## src/design/timer8_pkg.sv

```systemverilog
// timer8_pkg: register map, field positions and shared types of the 8-bit timer
// assumes: one aclk domain at 100 MHz, AXI4-Lite register access
package timer8_pkg;
   // ------------------------------------------------------------
   // register byte addresses
   // ------------------------------------------------------------
   localparam logic [4:0] ADDR_CTRL_A = 5'h00;
   localparam logic [4:0] ADDR_CTRL_B = 5'h04;
   localparam logic [4:0] ADDR_COUNT  = 5'h08;
   localparam logic [4:0] ADDR_CMP_A  = 5'h0c;
   localparam logic [4:0] ADDR_CMP_B  = 5'h10;
   localparam logic [4:0] ADDR_MASK   = 5'h14;
   localparam logic [4:0] ADDR_FLAGS  = 5'h18;
   localparam logic [4:0] ADDR_IRQ    = 5'h1c;
   // ------------------------------------------------------------
   // field layouts and constants
   // ------------------------------------------------------------
   localparam logic [7:0] CTRL_A_MASK  = 8'hf3;
   localparam logic [7:0] CTRL_B_MASK  = 8'h0f;
   localparam logic [7:0] IRQ3_MASK    = 8'h07;
   localparam logic [7:0] CNT_MAX      = 8'hff;
   localparam logic [7:0] CNT_BOTTOM   = 8'h00;
   localparam logic [7:0] RESET_VAL    = 8'h00;
   localparam int         BIT_FORCE_A  = 7;
   localparam int         BIT_FORCE_B  = 6;
   localparam int         BIT_WGM_UP   = 3;
   localparam int         BIT_FLAG_B   = 2;
   localparam int         BIT_FLAG_A   = 1;
   localparam int         BIT_FLAG_OVF = 0;
   localparam logic [1:0] RESP_OKAY    = 2'b00;
   localparam logic [1:0] RESP_SLVERR  = 2'b10;
   localparam logic [9:0] DIV_8        = 10'h007;
   localparam logic [9:0] DIV_64       = 10'h03f;
   localparam logic [9:0] DIV_256      = 10'h0ff;
   localparam logic [9:0] DIV_1024     = 10'h3ff;
   // output-mode field values
   localparam logic [1:0] OM_OFF = 2'b00;
   localparam logic [1:0] OM_TGL = 2'b01;
   localparam logic [1:0] OM_CLR = 2'b10;
   localparam logic [1:0] OM_SET = 2'b11;
   // clock select values
   localparam logic [2:0] CS_STOP = 3'h0;
   localparam logic [2:0] CS_IO   = 3'h1;
   localparam logic [2:0] CS_D8   = 3'h2;
   localparam logic [2:0] CS_D64  = 3'h3;
   localparam logic [2:0] CS_D256 = 3'h4;
   localparam logic [2:0] CS_D1K  = 3'h5;
   localparam logic [2:0] CS_FALL = 3'h6;
   localparam logic [2:0] CS_RISE = 3'h7;
   // waveform mode values
   localparam logic [2:0] WM_NORMAL = 3'h0;
   localparam logic [2:0] WM_PC_FF  = 3'h1;
   localparam logic [2:0] WM_CTC    = 3'h2;
   localparam logic [2:0] WM_FAST_F = 3'h3;
   localparam logic [2:0] WM_PC_A   = 3'h5;
   localparam logic [2:0] WM_FAST_A = 3'h7;

   typedef struct packed {
      logic [1:0] out_mode_chan_a;
      logic [1:0] out_mode_chan_b;
      logic [1:0] waveform_mode_sel;
      logic       waveform_mode_upper;
      logic [2:0] timer_clk_sel;
   } ctrl_s;

   typedef struct packed {
      logic wave_out_chan_a;
      logic wave_out_chan_b;
      logic drive_en_chan_a;
      logic drive_en_chan_b;
   } pins_s;
endpackage

```

## src/design/timer8.sv

```systemverilog
// timer8: 8-bit timer/counter with two compare channels behind an AXI4-Lite slave
// assumes: ext_count_pin is asynchronous; pin direction bits and global irq enable
// come from neighbouring port and cpu logic
`timescale 1ns/1ps
`default_nettype none
module timer8 (
   input  wire  logic                 aclk,
   input  wire  logic                 aresetn,
   input  wire  logic [4:0]           s_axi_awaddr,
   input  wire  logic                 s_axi_awvalid,
   output logic                       s_axi_awready,
   input  wire  logic [31:0]          s_axi_wdata,
   input  wire  logic [3:0]           s_axi_wstrb,
   input  wire  logic                 s_axi_wvalid,
   output logic                       s_axi_wready,
   output logic [1:0]                 s_axi_bresp,
   output logic                       s_axi_bvalid,
   input  wire  logic                 s_axi_bready,
   input  wire  logic [4:0]           s_axi_araddr,
   input  wire  logic                 s_axi_arvalid,
   output logic                       s_axi_arready,
   output logic [31:0]                s_axi_rdata,
   output logic [1:0]                 s_axi_rresp,
   output logic                       s_axi_rvalid,
   input  wire  logic                 s_axi_rready,
   input  wire  logic                 ext_count_pin,
   input  wire  logic                 dir_chan_a,
   input  wire  logic                 dir_chan_b,
   input  wire  logic                 cpu_status_word_ie,
   input  wire  logic [2:0]           vector_ack,
   output timer8_pkg::pins_s          pins,
   output logic [2:0]                 irq_req
);
   // ------------------------------------------------------------
   // registers
   // ------------------------------------------------------------
   timer8_pkg::ctrl_s ctrl_r;
   logic [7:0]        timer_count_r;
   logic [7:0]        cmp_a_buf_r, cmp_b_buf_r;
   logic [7:0]        cmp_a_r, cmp_b_r;
   logic [2:0]        timer_irq_mask_r;
   logic [2:0]        timer_irq_flags_r;
   logic              dir_down_r;
   logic              block_r;
   logic              oc_a_r, oc_b_r;
   logic [2:0]        ext_sync_r;
   logic              ext_prev_r;
   logic [9:0]        presc_r;

   // ------------------------------------------------------------
   // bus slave: address and data taken together, one cycle answer
   // ------------------------------------------------------------
   logic        wr_go, rd_go, wr_ok;
   logic [7:0]  wd;
   assign wr_go = s_axi_awvalid && s_axi_wvalid && !s_axi_bvalid;
   assign rd_go = s_axi_arvalid && !s_axi_rvalid;
   assign wd    = s_axi_wstrb[0] ? s_axi_wdata[7:0] : 8'h00;
   assign wr_ok = wr_go && s_axi_wstrb[0];

   always_ff @(posedge aclk) begin
      if (!aresetn) begin
         s_axi_awready <= 1'b0;
         s_axi_wready  <= 1'b0;
         s_axi_bvalid  <= 1'b0;
         s_axi_bresp   <= timer8_pkg::RESP_OKAY;
      end else begin
         s_axi_awready <= wr_go;
         s_axi_wready  <= wr_go;
         if (wr_go) begin
            s_axi_bvalid <= 1'b1;
            s_axi_bresp  <= (s_axi_awaddr > timer8_pkg::ADDR_FLAGS)
                            ? timer8_pkg::RESP_SLVERR : timer8_pkg::RESP_OKAY;
         end else if (s_axi_bready) begin
            s_axi_bvalid <= 1'b0;
         end
      end
   end

   logic [7:0] rd_byte;
   always_comb begin
      unique case (s_axi_araddr)
         timer8_pkg::ADDR_CTRL_A: rd_byte = {ctrl_r.out_mode_chan_a, ctrl_r.out_mode_chan_b,
                                              2'b00, ctrl_r.waveform_mode_sel};
         timer8_pkg::ADDR_CTRL_B: rd_byte = {4'h0, ctrl_r.waveform_mode_upper,
                                              ctrl_r.timer_clk_sel};
         timer8_pkg::ADDR_COUNT:  rd_byte = timer_count_r;
         timer8_pkg::ADDR_CMP_A:  rd_byte = cmp_a_buf_r;
         timer8_pkg::ADDR_CMP_B:  rd_byte = cmp_b_buf_r;
         timer8_pkg::ADDR_MASK:   rd_byte = {5'h00, timer_irq_mask_r};
         timer8_pkg::ADDR_FLAGS:  rd_byte = {5'h00, timer_irq_flags_r};
         default:                 rd_byte = 8'h00;
      endcase
   end

   always_ff @(posedge aclk) begin
      if (!aresetn) begin
         s_axi_arready <= 1'b0;
         s_axi_rvalid  <= 1'b0;
         s_axi_rdata   <= 32'h0000_0000;
         s_axi_rresp   <= timer8_pkg::RESP_OKAY;
      end else begin
         s_axi_arready <= rd_go;
         if (rd_go) begin
            s_axi_rvalid <= 1'b1;
            s_axi_rdata  <= {24'h000000, rd_byte};
            s_axi_rresp  <= (s_axi_araddr > timer8_pkg::ADDR_FLAGS)
                            ? timer8_pkg::RESP_SLVERR : timer8_pkg::RESP_OKAY;
         end else if (s_axi_rready) begin
            s_axi_rvalid <= 1'b0;
         end
      end
   end

   logic wr_ctrl_a, wr_ctrl_b, wr_cnt, wr_ca, wr_cb, wr_mask, wr_flags;
   assign wr_ctrl_a = wr_ok && s_axi_awaddr == timer8_pkg::ADDR_CTRL_A;
   assign wr_ctrl_b = wr_ok && s_axi_awaddr == timer8_pkg::ADDR_CTRL_B;
   assign wr_cnt    = wr_ok && s_axi_awaddr == timer8_pkg::ADDR_COUNT;
   assign wr_ca     = wr_ok && s_axi_awaddr == timer8_pkg::ADDR_CMP_A;
   assign wr_cb     = wr_ok && s_axi_awaddr == timer8_pkg::ADDR_CMP_B;
   assign wr_mask   = wr_ok && s_axi_awaddr == timer8_pkg::ADDR_MASK;
   assign wr_flags  = wr_ok && s_axi_awaddr == timer8_pkg::ADDR_FLAGS;

   always_ff @(posedge aclk) begin
      if (!aresetn) begin
         ctrl_r           <= '0;
         timer_irq_mask_r <= 3'b000;
      end else begin
         if (wr_ctrl_a) begin
            ctrl_r.out_mode_chan_a   <= wd[7:6];
            ctrl_r.out_mode_chan_b   <= wd[5:4];
            ctrl_r.waveform_mode_sel <= wd[1:0];
         end
         if (wr_ctrl_b) begin
            ctrl_r.waveform_mode_upper <= wd[timer8_pkg::BIT_WGM_UP];
            ctrl_r.timer_clk_sel       <= wd[2:0];
         end
         if (wr_mask)
            timer_irq_mask_r <= wd[2:0];
      end
   end

   // ------------------------------------------------------------
   // mode decode
   // ------------------------------------------------------------
   logic [2:0] wmode;
   logic       is_pc, is_fast, is_pwm;
   logic [7:0] top;
   assign wmode = {ctrl_r.waveform_mode_upper, ctrl_r.waveform_mode_sel};
   assign is_pc   = wmode == timer8_pkg::WM_PC_FF  || wmode == timer8_pkg::WM_PC_A;
   assign is_fast = wmode == timer8_pkg::WM_FAST_F || wmode == timer8_pkg::WM_FAST_A;
   assign is_pwm  = is_pc || is_fast;
   assign top = (wmode == timer8_pkg::WM_CTC || wmode == timer8_pkg::WM_PC_A ||
                 wmode == timer8_pkg::WM_FAST_A) ? cmp_a_r : timer8_pkg::CNT_MAX;

   // ------------------------------------------------------------
   // clock select and external pin
   // ------------------------------------------------------------
   always_ff @(posedge aclk) begin
      if (!aresetn) begin
         ext_sync_r <= 3'b000;
         ext_prev_r <= 1'b0;
         presc_r    <= 10'h000;
      end else begin
         ext_sync_r <= {ext_sync_r[1:0], ext_count_pin};
         if (ext_sync_r[2] == ext_sync_r[1])
            ext_prev_r <= ext_sync_r[2];
         presc_r <= presc_r + 10'h001;
      end
   end

   logic ext_ok, ext_rise, ext_fall, tick;
   assign ext_ok   = ext_sync_r[2] == ext_sync_r[1];
   assign ext_rise = ext_ok && ext_sync_r[2] && !ext_prev_r;
   assign ext_fall = ext_ok && !ext_sync_r[2] && ext_prev_r;
   always_comb begin
      unique case (ctrl_r.timer_clk_sel)
         timer8_pkg::CS_STOP: tick = 1'b0;
         timer8_pkg::CS_IO:   tick = 1'b1;
         timer8_pkg::CS_D8:   tick = (presc_r & timer8_pkg::DIV_8) == timer8_pkg::DIV_8;
         timer8_pkg::CS_D64:  tick = (presc_r & timer8_pkg::DIV_64) == timer8_pkg::DIV_64;
         timer8_pkg::CS_D256: tick = (presc_r & timer8_pkg::DIV_256) == timer8_pkg::DIV_256;
         timer8_pkg::CS_D1K:  tick = presc_r == timer8_pkg::DIV_1024;
         timer8_pkg::CS_FALL: tick = ext_fall;
         timer8_pkg::CS_RISE: tick = ext_rise;
      endcase
   end

   // ------------------------------------------------------------
   // counter
   // ------------------------------------------------------------
   logic at_top, at_bot, at_max, match_a, match_b;
   assign at_top  = timer_count_r == top;
   assign at_bot  = timer_count_r == timer8_pkg::CNT_BOTTOM;
   assign at_max  = timer_count_r == timer8_pkg::CNT_MAX;
   assign match_a = tick && !block_r && timer_count_r == cmp_a_r;
   assign match_b = tick && !block_r && timer_count_r == cmp_b_r;

   always_ff @(posedge aclk) begin
      if (!aresetn) begin
         timer_count_r <= timer8_pkg::RESET_VAL;
         dir_down_r    <= 1'b0;
      end else if (wr_cnt) begin
         timer_count_r <= wd;
      end else if (tick) begin
         // dual slope with one tick at TOP
         if (is_pc) begin
            if (at_top)
               dir_down_r <= 1'b1;
            else if (at_bot)
               dir_down_r <= 1'b0;
            if (at_top || (dir_down_r && !at_bot))
               timer_count_r <= timer_count_r - 8'h01;
            else
               timer_count_r <= timer_count_r + 8'h01;
         end else begin
            dir_down_r    <= 1'b0;
            timer_count_r <= at_top ? timer8_pkg::CNT_BOTTOM : timer_count_r + 8'h01;
         end
      end
   end

   // block match on next tick after write
   always_ff @(posedge aclk) begin
      if (!aresetn)
         block_r <= 1'b0;
      else if (wr_cnt)
         block_r <= 1'b1;
      else if (tick)
         block_r <= 1'b0;
   end

   always_ff @(posedge aclk) begin
      if (!aresetn) begin
         cmp_a_buf_r <= timer8_pkg::RESET_VAL;
         cmp_b_buf_r <= timer8_pkg::RESET_VAL;
         cmp_a_r     <= timer8_pkg::RESET_VAL;
         cmp_b_r     <= timer8_pkg::RESET_VAL;
      end else begin
         if (wr_ca)
            cmp_a_buf_r <= wd;
         if (wr_cb)
            cmp_b_buf_r <= wd;
         if (!is_pwm) begin
            cmp_a_r <= wr_ca ? wd : cmp_a_buf_r;
            cmp_b_r <= wr_cb ? wd : cmp_b_buf_r;
         end else if (tick && ((is_pc && at_top) || (is_fast && at_top))) begin
            cmp_a_r <= cmp_a_buf_r;
            cmp_b_r <= cmp_b_buf_r;
         end
      end
   end

   // ------------------------------------------------------------
   // waveform outputs
   // ------------------------------------------------------------
   logic frc_a, frc_b;
   assign frc_a = wr_ctrl_b && wd[timer8_pkg::BIT_FORCE_A] && !is_pwm;
   assign frc_b = wr_ctrl_b && wd[timer8_pkg::BIT_FORCE_B] && !is_pwm;

   function automatic logic next_oc(input logic cur, input logic [1:0] om,
                                    input logic hit, input logic frc,
                                    input logic cmp_top, input logic tgl_ok);
      logic inv;
      logic r;
      inv = om[0];
      r   = cur;
      if (!is_pwm) begin
         if (hit || frc) begin
            unique case (om)
               timer8_pkg::OM_OFF: r = cur;
               timer8_pkg::OM_TGL: r = !cur;
               timer8_pkg::OM_CLR: r = 1'b0;
               timer8_pkg::OM_SET: r = 1'b1;
            endcase
         end
      end else if (om == timer8_pkg::OM_TGL) begin
         // toggle for channel A with upper bit only
         if (tgl_ok && hit)
            r = !cur;
      end else if (om[1]) begin
         if (is_fast) begin
            // fast pwm; top compare acts at bottom only
            if (tick && at_top)
               r = !inv;
            else if (hit && !cmp_top)
               r = inv;
         end else begin
            // phase correct; top compare acts at top
            if (cmp_top) begin
               if (tick && at_top)
                  r = !inv;
            end else if (hit) begin
               r = (dir_down_r || at_top) ? !inv : inv;
            end
         end
      end
      return r;
   endfunction

   always_ff @(posedge aclk) begin
      if (!aresetn) begin
         oc_a_r <= 1'b0;
         oc_b_r <= 1'b0;
      end else begin
         oc_a_r <= next_oc(oc_a_r, ctrl_r.out_mode_chan_a, match_a, frc_a,
                           cmp_a_r == top, ctrl_r.waveform_mode_upper);
         oc_b_r <= next_oc(oc_b_r, ctrl_r.out_mode_chan_b, match_b, frc_b,
                           cmp_b_r == top, 1'b0);
      end
   end

   always_ff @(posedge aclk) begin
      if (!aresetn) begin
         pins <= '0;
      end else begin
         pins.wave_out_chan_a <= oc_a_r;
         pins.wave_out_chan_b <= oc_b_r;
         pins.drive_en_chan_a <= (ctrl_r.out_mode_chan_a != timer8_pkg::OM_OFF) && dir_chan_a;
         pins.drive_en_chan_b <= (ctrl_r.out_mode_chan_b != timer8_pkg::OM_OFF) && dir_chan_b;
      end
   end

   // ------------------------------------------------------------
   // flags and interrupt request
   // ------------------------------------------------------------
   logic ovf;
   assign ovf = tick && (is_pc ? at_bot : (wmode == timer8_pkg::WM_FAST_A ? at_top : at_max));

   // flag set; clear by one or vector; set wins
   always_ff @(posedge aclk) begin
      if (!aresetn)
         timer_irq_flags_r <= 3'b000;
      else
         timer_irq_flags_r <= (timer_irq_flags_r & ~(vector_ack | (wr_flags ? wd[2:0] : 3'b000)))
                              | {match_b, match_a, ovf};
   end

   // request gated by mask and global enable
   always_ff @(posedge aclk) begin
      if (!aresetn)
         irq_req <= 3'b000;
      else
         irq_req <= timer_irq_flags_r & timer_irq_mask_r & {3{cpu_status_word_ie}};
   end

   // ------------------------------------------------------------
   // checks
   // ------------------------------------------------------------
   chk_flag_set_b: assert property (@(posedge aclk) disable iff (!aresetn)
      match_b |=> timer_irq_flags_r[timer8_pkg::BIT_FLAG_B]) else $error("match b flag missing");
   chk_force_noflag: assert property (@(posedge aclk) disable iff (!aresetn)
      (frc_a && !match_a && !timer_irq_flags_r[1] && !vector_ack[1])
      |=> !timer_irq_flags_r[timer8_pkg::BIT_FLAG_A]) else $error("force set a flag");
   chk_irq_gate: assert property (@(posedge aclk) disable iff (!aresetn)
      irq_req[0] |-> $past(timer_irq_mask_r[0] && cpu_status_word_ie)) else $error("irq ungated");
   chk_write_block: assert property (@(posedge aclk) disable iff (!aresetn)
      wr_cnt ##1 (tick && !wr_cnt) |-> !match_a && !match_b) else $error("match after write");
   chk_stop_hold: assert property (@(posedge aclk) disable iff (!aresetn)
      (ctrl_r.timer_clk_sel == timer8_pkg::CS_STOP && !wr_cnt) |=> $stable(timer_count_r))
      else $error("stopped counter moved");
   chk_drive_off: assert property (@(posedge aclk) disable iff (!aresetn)
      ctrl_r.out_mode_chan_b == timer8_pkg::OM_OFF |=> !pins.drive_en_chan_b)
      else $error("driver on while off");
   chk_clr_one: assert property (@(posedge aclk) disable iff (!aresetn)
      (wr_flags && wd[0] && !ovf) |=> !timer_irq_flags_r[0]) else $error("flag not cleared");
   chk_pc_turn: assert property (@(posedge aclk) disable iff (!aresetn)
      (is_pc && tick && at_top && !wr_cnt && top != timer8_pkg::CNT_BOTTOM) |=> dir_down_r)
      else $error("no turn at top");
endmodule
`default_nettype wire

```

## config.mk

```make
export PLATFORM = sky130hd
export DESIGN_NAME = timer8
export DESIGN_NICKNAME = d
export VERILOG_FILES = /design/src/design/timer8_pkg.sv /design/src/design/timer8.sv
export SDC_FILE = /design/constraint.sdc
export NUM_CORES = 1
export LEC_CHECK = 0
export BUFFER_PORTS_ARGS = -buffer_cell sky130_fd_sc_hd__buf_2
export CORE_ASPECT_RATIO = 1.5
export CORE_MARGIN = 4
export CORE_UTILIZATION = 25
export CTS_CLUSTER_DIAMETER = 30
export DETAILED_ROUTE_END_ITERATION = 7
export GPL_ROUTABILITY_DRIVEN = 0
export PLACE_DENSITY = 0.51
export SYNTH_ARGS = -nofsm -noshare
export SYNTH_HDL_FRONTEND = slang
export SYNTH_SLANG_ARGS = --single-unit
export TNS_END_PERCENT = 50
```

## constraint.sdc

```tcl
create_clock -name aclk -period 7.6 [get_ports aclk]
set_input_delay 0 -clock aclk [delete_from_list [all_inputs] [get_ports aclk]]
set_output_delay 0 -clock aclk [all_outputs]
set_load 0.01 [all_outputs]
```

-- Yosys cells after proc, flatten, opt, wreduce, memory -nomap -nowiden
Cells that the tools add are included.
- memories: 0
- latch bits: 0
- input bits: 60
- bits in registers: 97
- output and inout port bits: 48
- logic and storage cells: 224
- memory bits (writable): 0
- bits in read-only memories: 0
- muxes and demuxes: 54
- reductions and logical operators: 72
- add/subtract/negate cells: 3
- div/mod/pow operators: 0
- bitwise logic cells: 7
- equal/unequal tests: 55
- shift-type cells: 0
- $mul: 0
- order comparisons: 2
- operator list (kind ; count):
    $mux W8 ; 13
    $pmux W8 S7 ; 1
    $eq A8 B8 Y1 ; 5
    $mux W1 ; 34
    $logic_and A1 B1 Y1 ; 33
    $eq A5 B5 Y1 const B ; 6
    $eq A3 B3 Y1 const B ; 7
    $eq A5 B4 Y1 const B ; 4
    $eq A8 B8 Y1 const B ; 2
    $reduce_and A7 Y1 ; 2
    $reduce_bool A2 Y1 ; 7
    $logic_not A1 Y1 ; 13
    $eq A3 B2 Y1 const B ; 4
    $add A10 B1 Y10 const B ; 1
    $eq A10 B10 Y1 const B ; 1
    $eq A5 B3 Y1 const B ; 2
    $gt A5 B5 Y1 const B ; 2
    $logic_not A5 Y1 ; 2
    $logic_or A1 B1 Y1 ; 10
    $ne A5 B2 Y1 const B ; 2
    $and A3 B3 Y3 ; 3
    $add A8 B1 Y8 const B ; 1
    $eq A2 B2 Y1 const B ; 4
    $logic_not A8 Y1 ; 1
    other kinds (22) ; 33

-- Longest topological paths before layout
- depth in word-level cells: 13
- gate-level depth with buffers: 12
- gate-level depth less buffers: 10

-- Least setup slack after synthesis
Ideal clock, no wire load.
- path kind: reg2reg
- start: reg ctrl_r[3] (netlist bit)
- end: reg oc_a_r
- slack: 5.087 ns
- stages on the path, launching flop included: 11
- arrival time: 2.391 ns
- buffers on the path: 2
- setup time: 0.122 ns
- data required time: 7.478 ns
- period minus slack after synthesis: 2.513 ns
- path through: dfxtp_1 -> buf_6 -> or3b_4 -> a2111oi_2 -> a311oi_1 -> nor4_2 -> nand2_1 -> buf_2 -> o221ai_1 -> nand2_1 -> o311a_1
- word-level cells in the longest chain between the ends: 13
- elaborated cells on any way between the ends: 37
- those cells by class: eq/ne (13); mux (9); reduce/logical (15)
- ends and longest elaborated chain (what ; RTL line ; source):
    start: declaration ; timer8.sv:37 ; timer8_pkg::ctrl_s ctrl_r;
    $eq A3 B2 Y1 or $eq A3 B3 Y1 (tied branches) ; timer8.sv:152, timer8.sv:149 ;
    $logic_or A1 B1 Y1 (2 in series) ; timer8.sv:152 ; assign top = (wmode == timer8_pkg::WM_CTC || wmode == timer8_pkg::WM_PC_A ||
    $mux W8 ; timer8.sv:153 ; wmode == timer8_pkg::WM_FAST_A) ? cmp_a_r : timer8_pkg::CNT_MAX;
    $eq A8 B8 Y1 ; timer8.sv:192 ; assign at_top = timer_count_r == top;
    $logic_or A1 B1 Y1 ; timer8.sv:293 ; r = (dir_down_r || at_top) ? !inv : inv;
    $mux W1 ; timer8.sv:293 ;
    $mux W1 ; timer8.sv:292 ; end else if (hit) begin
    $mux W1 ; timer8.sv:289 ; if (cmp_top) begin
    $mux W1 ; timer8.sv:281 ; if (is_fast) begin
    $mux W1 ; timer8.sv:280 ; end else if (om[1]) begin
    $mux W1 ; timer8.sv:276 ; end else if (om == timer8_pkg::OM_TGL) begin
    $mux W1 ; timer8.sv:267 ; if (!is_pwm) begin
    end signal: assignment ; timer8.sv:305 ; oc_a_r <= next_oc(oc_a_r, ctrl_r.out_mode_chan_a, match_a, frc_a,
    end: declaration ; timer8.sv:45 ; logic oc_a_r, oc_b_r;
Parallel ways exist; a longest one is shown, timed or not. The select of a mux whose other input is x is not followed.
A chain may end at the register's enable or synchronous reset.

-- Worst setup path after layout
- start: reg ctrl_r[4] (netlist bit)
- end: reg oc_b_r
- word-level cells in the longest chain between the ends: 13
- elaborated cells on any way between the ends: 36
- those cells by class: eq/ne (13); mux (9); reduce/logical (14)
- ends and longest elaborated chain (what ; RTL line ; source):
    $eq A3 B2 Y1 or $eq A3 B3 Y1 (tied branches) ; timer8.sv:152, timer8.sv:149 ;
    $logic_or A1 B1 Y1 (2 in series) ; timer8.sv:152 ;
    $mux W8 ; timer8.sv:153 ;
    $eq A8 B8 Y1 ; timer8.sv:192 ;
    $logic_or A1 B1 Y1 ; timer8.sv:293 ;
    $mux W1 ; timer8.sv:293 ;
    $mux W1 ; timer8.sv:292 ;
    $mux W1 ; timer8.sv:289 ;
    $mux W1 ; timer8.sv:281 ;
    $mux W1 ; timer8.sv:280 ;
    $mux W1 ; timer8.sv:276 ;
    $mux W1 ; timer8.sv:267 ;
    end signal: assignment ; timer8.sv:307 ; oc_b_r <= next_oc(oc_b_r, ctrl_r.out_mode_chan_b, match_b, frc_b,
    end: declaration ; timer8.sv:45 ;
Parallel ways exist; a longest one is shown, timed or not. The select of a mux whose other input is x is not followed.

==> reports/results.ini <==
[hold_path]
hp-class = primary input to register

[clock_network]
clk_latency_ns = 0.35
htree_num_levels = 3
cts_tree = built
cts_sinks = 95
clk_path_buf_depth = 2
cts_made_buffers = 9
ctsRootBufferMaster = clkbuf_16
clkTransAtPathRegs_ns = 0.07

[routing]
drtIter0Drc = 353
drc = 0
drt-vias-per-instance = 5.12
drtAntennaViolNets = 0
drtPass1Iterations = 5
routed_wl_um = 17800
vias = 5061
drt-wirelength-per-cell_um = 18.0

[critical_path]
worst_ep_arrival_time_ns = 4.36
r2r_slack_ns = 3.52
end_kind = register
rr_endpoint = oc_b_r
crit_end = oc_b_r
start_kind = register
worstReg2RegStart = ctrl_r[4]
worstSetupPathType = register to register
worstSetupStartpoint = ctrl_r[4]
ff2ff_path_depth = 10
required_ns = 7.88
cp_max_fo = 27

[layout]
final_common_cell = dfxtp_1
drive_gt1_frac = 0.151
final_cell_mix = dfxtp_1, nor2_1, buf_2
fin_area_um2 = 6330
antenna_cells = 0
fill_cells = 2378
nets = 779
area_growth_pct = 15.1

[power]
p_total_w = 0.00109
leakage_nw = 2.42
p_sw_w = 0.000245
netSwitchingFraction = 0.225
p_per_area_nw_per_um2 = 172
power_frac_seq = 0.464
p_comb_frac = 0.059
pwr-share-clk = 0.476
p_int_w = 0.000843
vdd_drop_max_v = 0.000127

[die]
fp.dieW_um = 129
start_util = 0.253
die_area_um2 = 24500
core-area_um2 = 21700
io_pins = 108
die-height_um = 190
placementRows = 66

[timing]
finalClockSkew_ns = 0.0126
slew_violations = 0
worstMarginPinSlew_ns = 0.876
finalSetupViolCount = 0
slew_headroom = 0.414
setup_tns_ns = 0
max_freq_ghz = 0.245
finalCritPeriodShare = 0.537
rsz0062_at_grt = false
hold_violations = 0
finalCriticalPeriod_ns = 4.08

[synthesis]
synth_seq_cells = 95
ys_types = 70
async_flop_share = 0
ys_seq_area_frac = 0.346
netlist_instances = 674
dominantRegCellSynth = dfxtp_1
syn_area_um2 = 5500
postSynthAreaPerCell_um2 = 8.16
synth-edff-count = 0
yosys_warnings = 0

[status]
run_status = finished clean

[place]
io_buffer_count = 54
placed_area_um2 = 5870
dp_hpwl_um = 13100

[global_routing]
grt_pass1_vias = 4986
grt_start_max_net_pins = 66
antenna_found_initial = 0
grt-ovfl-total = 0
grt_pass1_wl_um = 27800
grt_usage = 0.147

[run]
drv_cap = 0

[final cells by class]
| class | count | area [um2] | area share |
|---|---|---|---|
| Clock inverter | 4 | 95.1 | 0.0150 |
| Multi-Input combinational cell | 515 | 3240 | 0.511 |
| Clock buffer | 11 | 233 | 0.0368 |
| Timing Repair Buffer | 75 | 460 | 0.0727 |
| Tap cell | 272 | 340 | 0.0537 |
| Sequential cell | 95 | 1900 | 0.300 |
| Inverter | 17 | 63.8 | 0.0101 |
[state kept, by name, summed over array words and instances, names as in the netlist, 3 cells and up]
name and cells:
cmp_a_buf_r 8, cmp_a_r 8, cmp_b_buf_r 8, cmp_b_r 8, ctrl_r 10, ext_sync_r 3
irq_req 3, pins 4, presc_r 10, s_axi_rdata 8, timer_count_r 8, timer_irq_flags_r 3
timer_irq_mask_r 3
[worst min path at each step]
stage / to / cells past startpoint / start
finish: irq_req[0] / 3 / cpu_status_word_ie
global route: irq_req[0] / 3 / cpu_status_word_ie
CTS: irq_req[0] / 3 / cpu_status_word_ie
detailed placement: ext_sync_r[0] / 2 / ext_count_pin
global placement: ext_sync_r[0] / 2 / ext_count_pin
floorplan: pins[1] / 2 / dir_chan_a
[metrics by stage]
stage / utilization / cells / worst slack, ns / hold WS, ns
2_1_floorplan: - / 699 / 5.09 / 0.119
3_3_place_gp: 0.270 / 961 / 3.64 / 0.209
3_5_place_dp: 0.270 / 961 / 3.61 / 0.211
4_1_cts: 0.292 / 989 / 3.58 / 0.0495
5_1_grt: 0.292 / 989 / 3.27 / 0.0813
6_report: 0.292 / 989 / 3.52 / 0.0537
[critical path, cell delays in order, from the launching register on]
cell	delay, ns
dfxtp_1	0.59
buf_4	0.38
nand2_1	0.24
a2111oi_2	0.42
a311oi_1	0.13
nor4_4	0.25
buf_4	0.34
nand2_1	0.59
and4b_1	0.42
or4_1	0.50
o21ai_1	0.13
[power by group through the flow]
stage | logic, W | registers (W) | clock network (W)
after floorplan | 0.0000456 | 0.000516 | 0
after detailed placement | 0.0000606 | 0.000517 | 0
final | 0.0000645 | 0.000505 | 0.000518
after global routing | 0.0000714 | 0.000505 | 0.000548
after global placement | 0.0000606 | 0.000517 | 0
after CTS | 0.0000645 | 0.000505 | 0.000529
[cells by family (layout without fill, tap and decap cells)]
| group | after synthesis | count (layout) | share of synthesized area |
|---|---|---|---|
| fa+ha+maj | 6 | 6 | 0.0136 |
| compound gates | 137 | 137 | 0.174 |
| xor+xnor | 21 | 21 | 0.0334 |
| flops | 95 | 95 | 0.346 |
| simple gates | 278 | 278 | 0.257 |
| mux | 47 | 47 | 0.0910 |
| other cells | 1 | 26 | 0.000682 |
| buf+inv | 89 | 107 | 0.0844 |
[routing by layer]
layer / wire length (um) / share of wire / track usage / up-vias
met4: 906 / 0.051 / 0.0833 / 0
met2: 9140 / 0.51 / 0.258 / 147
met3: 648 / 0.036 / 0.0197 / 40
li1: - / - / - / 2438
met5: 0 / 0 / 0 / -
met1: 7120 / 0.40 / 0.169 / 2436
[cells in the mapped netlist, types with 8 or more instances]
| library cell | instances | area share |
|---|---|---|
| inv_1 | 17 | 0.012 |
| clkbuf_1 | 33 | 0.023 |
| nand2b_1 | 9 | 0.010 |
| buf_4 | 27 | 0.037 |
| a211oi_1 | 10 | 0.014 |
| and3_1 | 16 | 0.018 |
| mux2_2 | 20 | 0.041 |
| nand3_1 | 30 | 0.027 |
| nor3_1 | 13 | 0.012 |
| nor2_1 | 87 | 0.059 |
| and2_1 | 24 | 0.027 |
| a311oi_1 | 10 | 0.016 |
| o21ai_0 | 22 | 0.020 |
| mux2i_1 | 26 | 0.047 |
| nand2_1 | 51 | 0.035 |
| dfxtp_1 | 95 | 0.35 |
| xnor2_1 | 13 | 0.021 |
| a21oi_1 | 34 | 0.031 |
| xor2_1 | 8 | 0.013 |
[what timing repair did]
| action | in CTS | in global routing |
|---|---|---|
| endpoints found under the hold margin | 9 | 0 |
| gates resized for setup | 0 | 0 |
| buffers inserted | 0 | 0 |
| hold buffers | 13 | 0 |
Power figures use the tool's default switching activity.
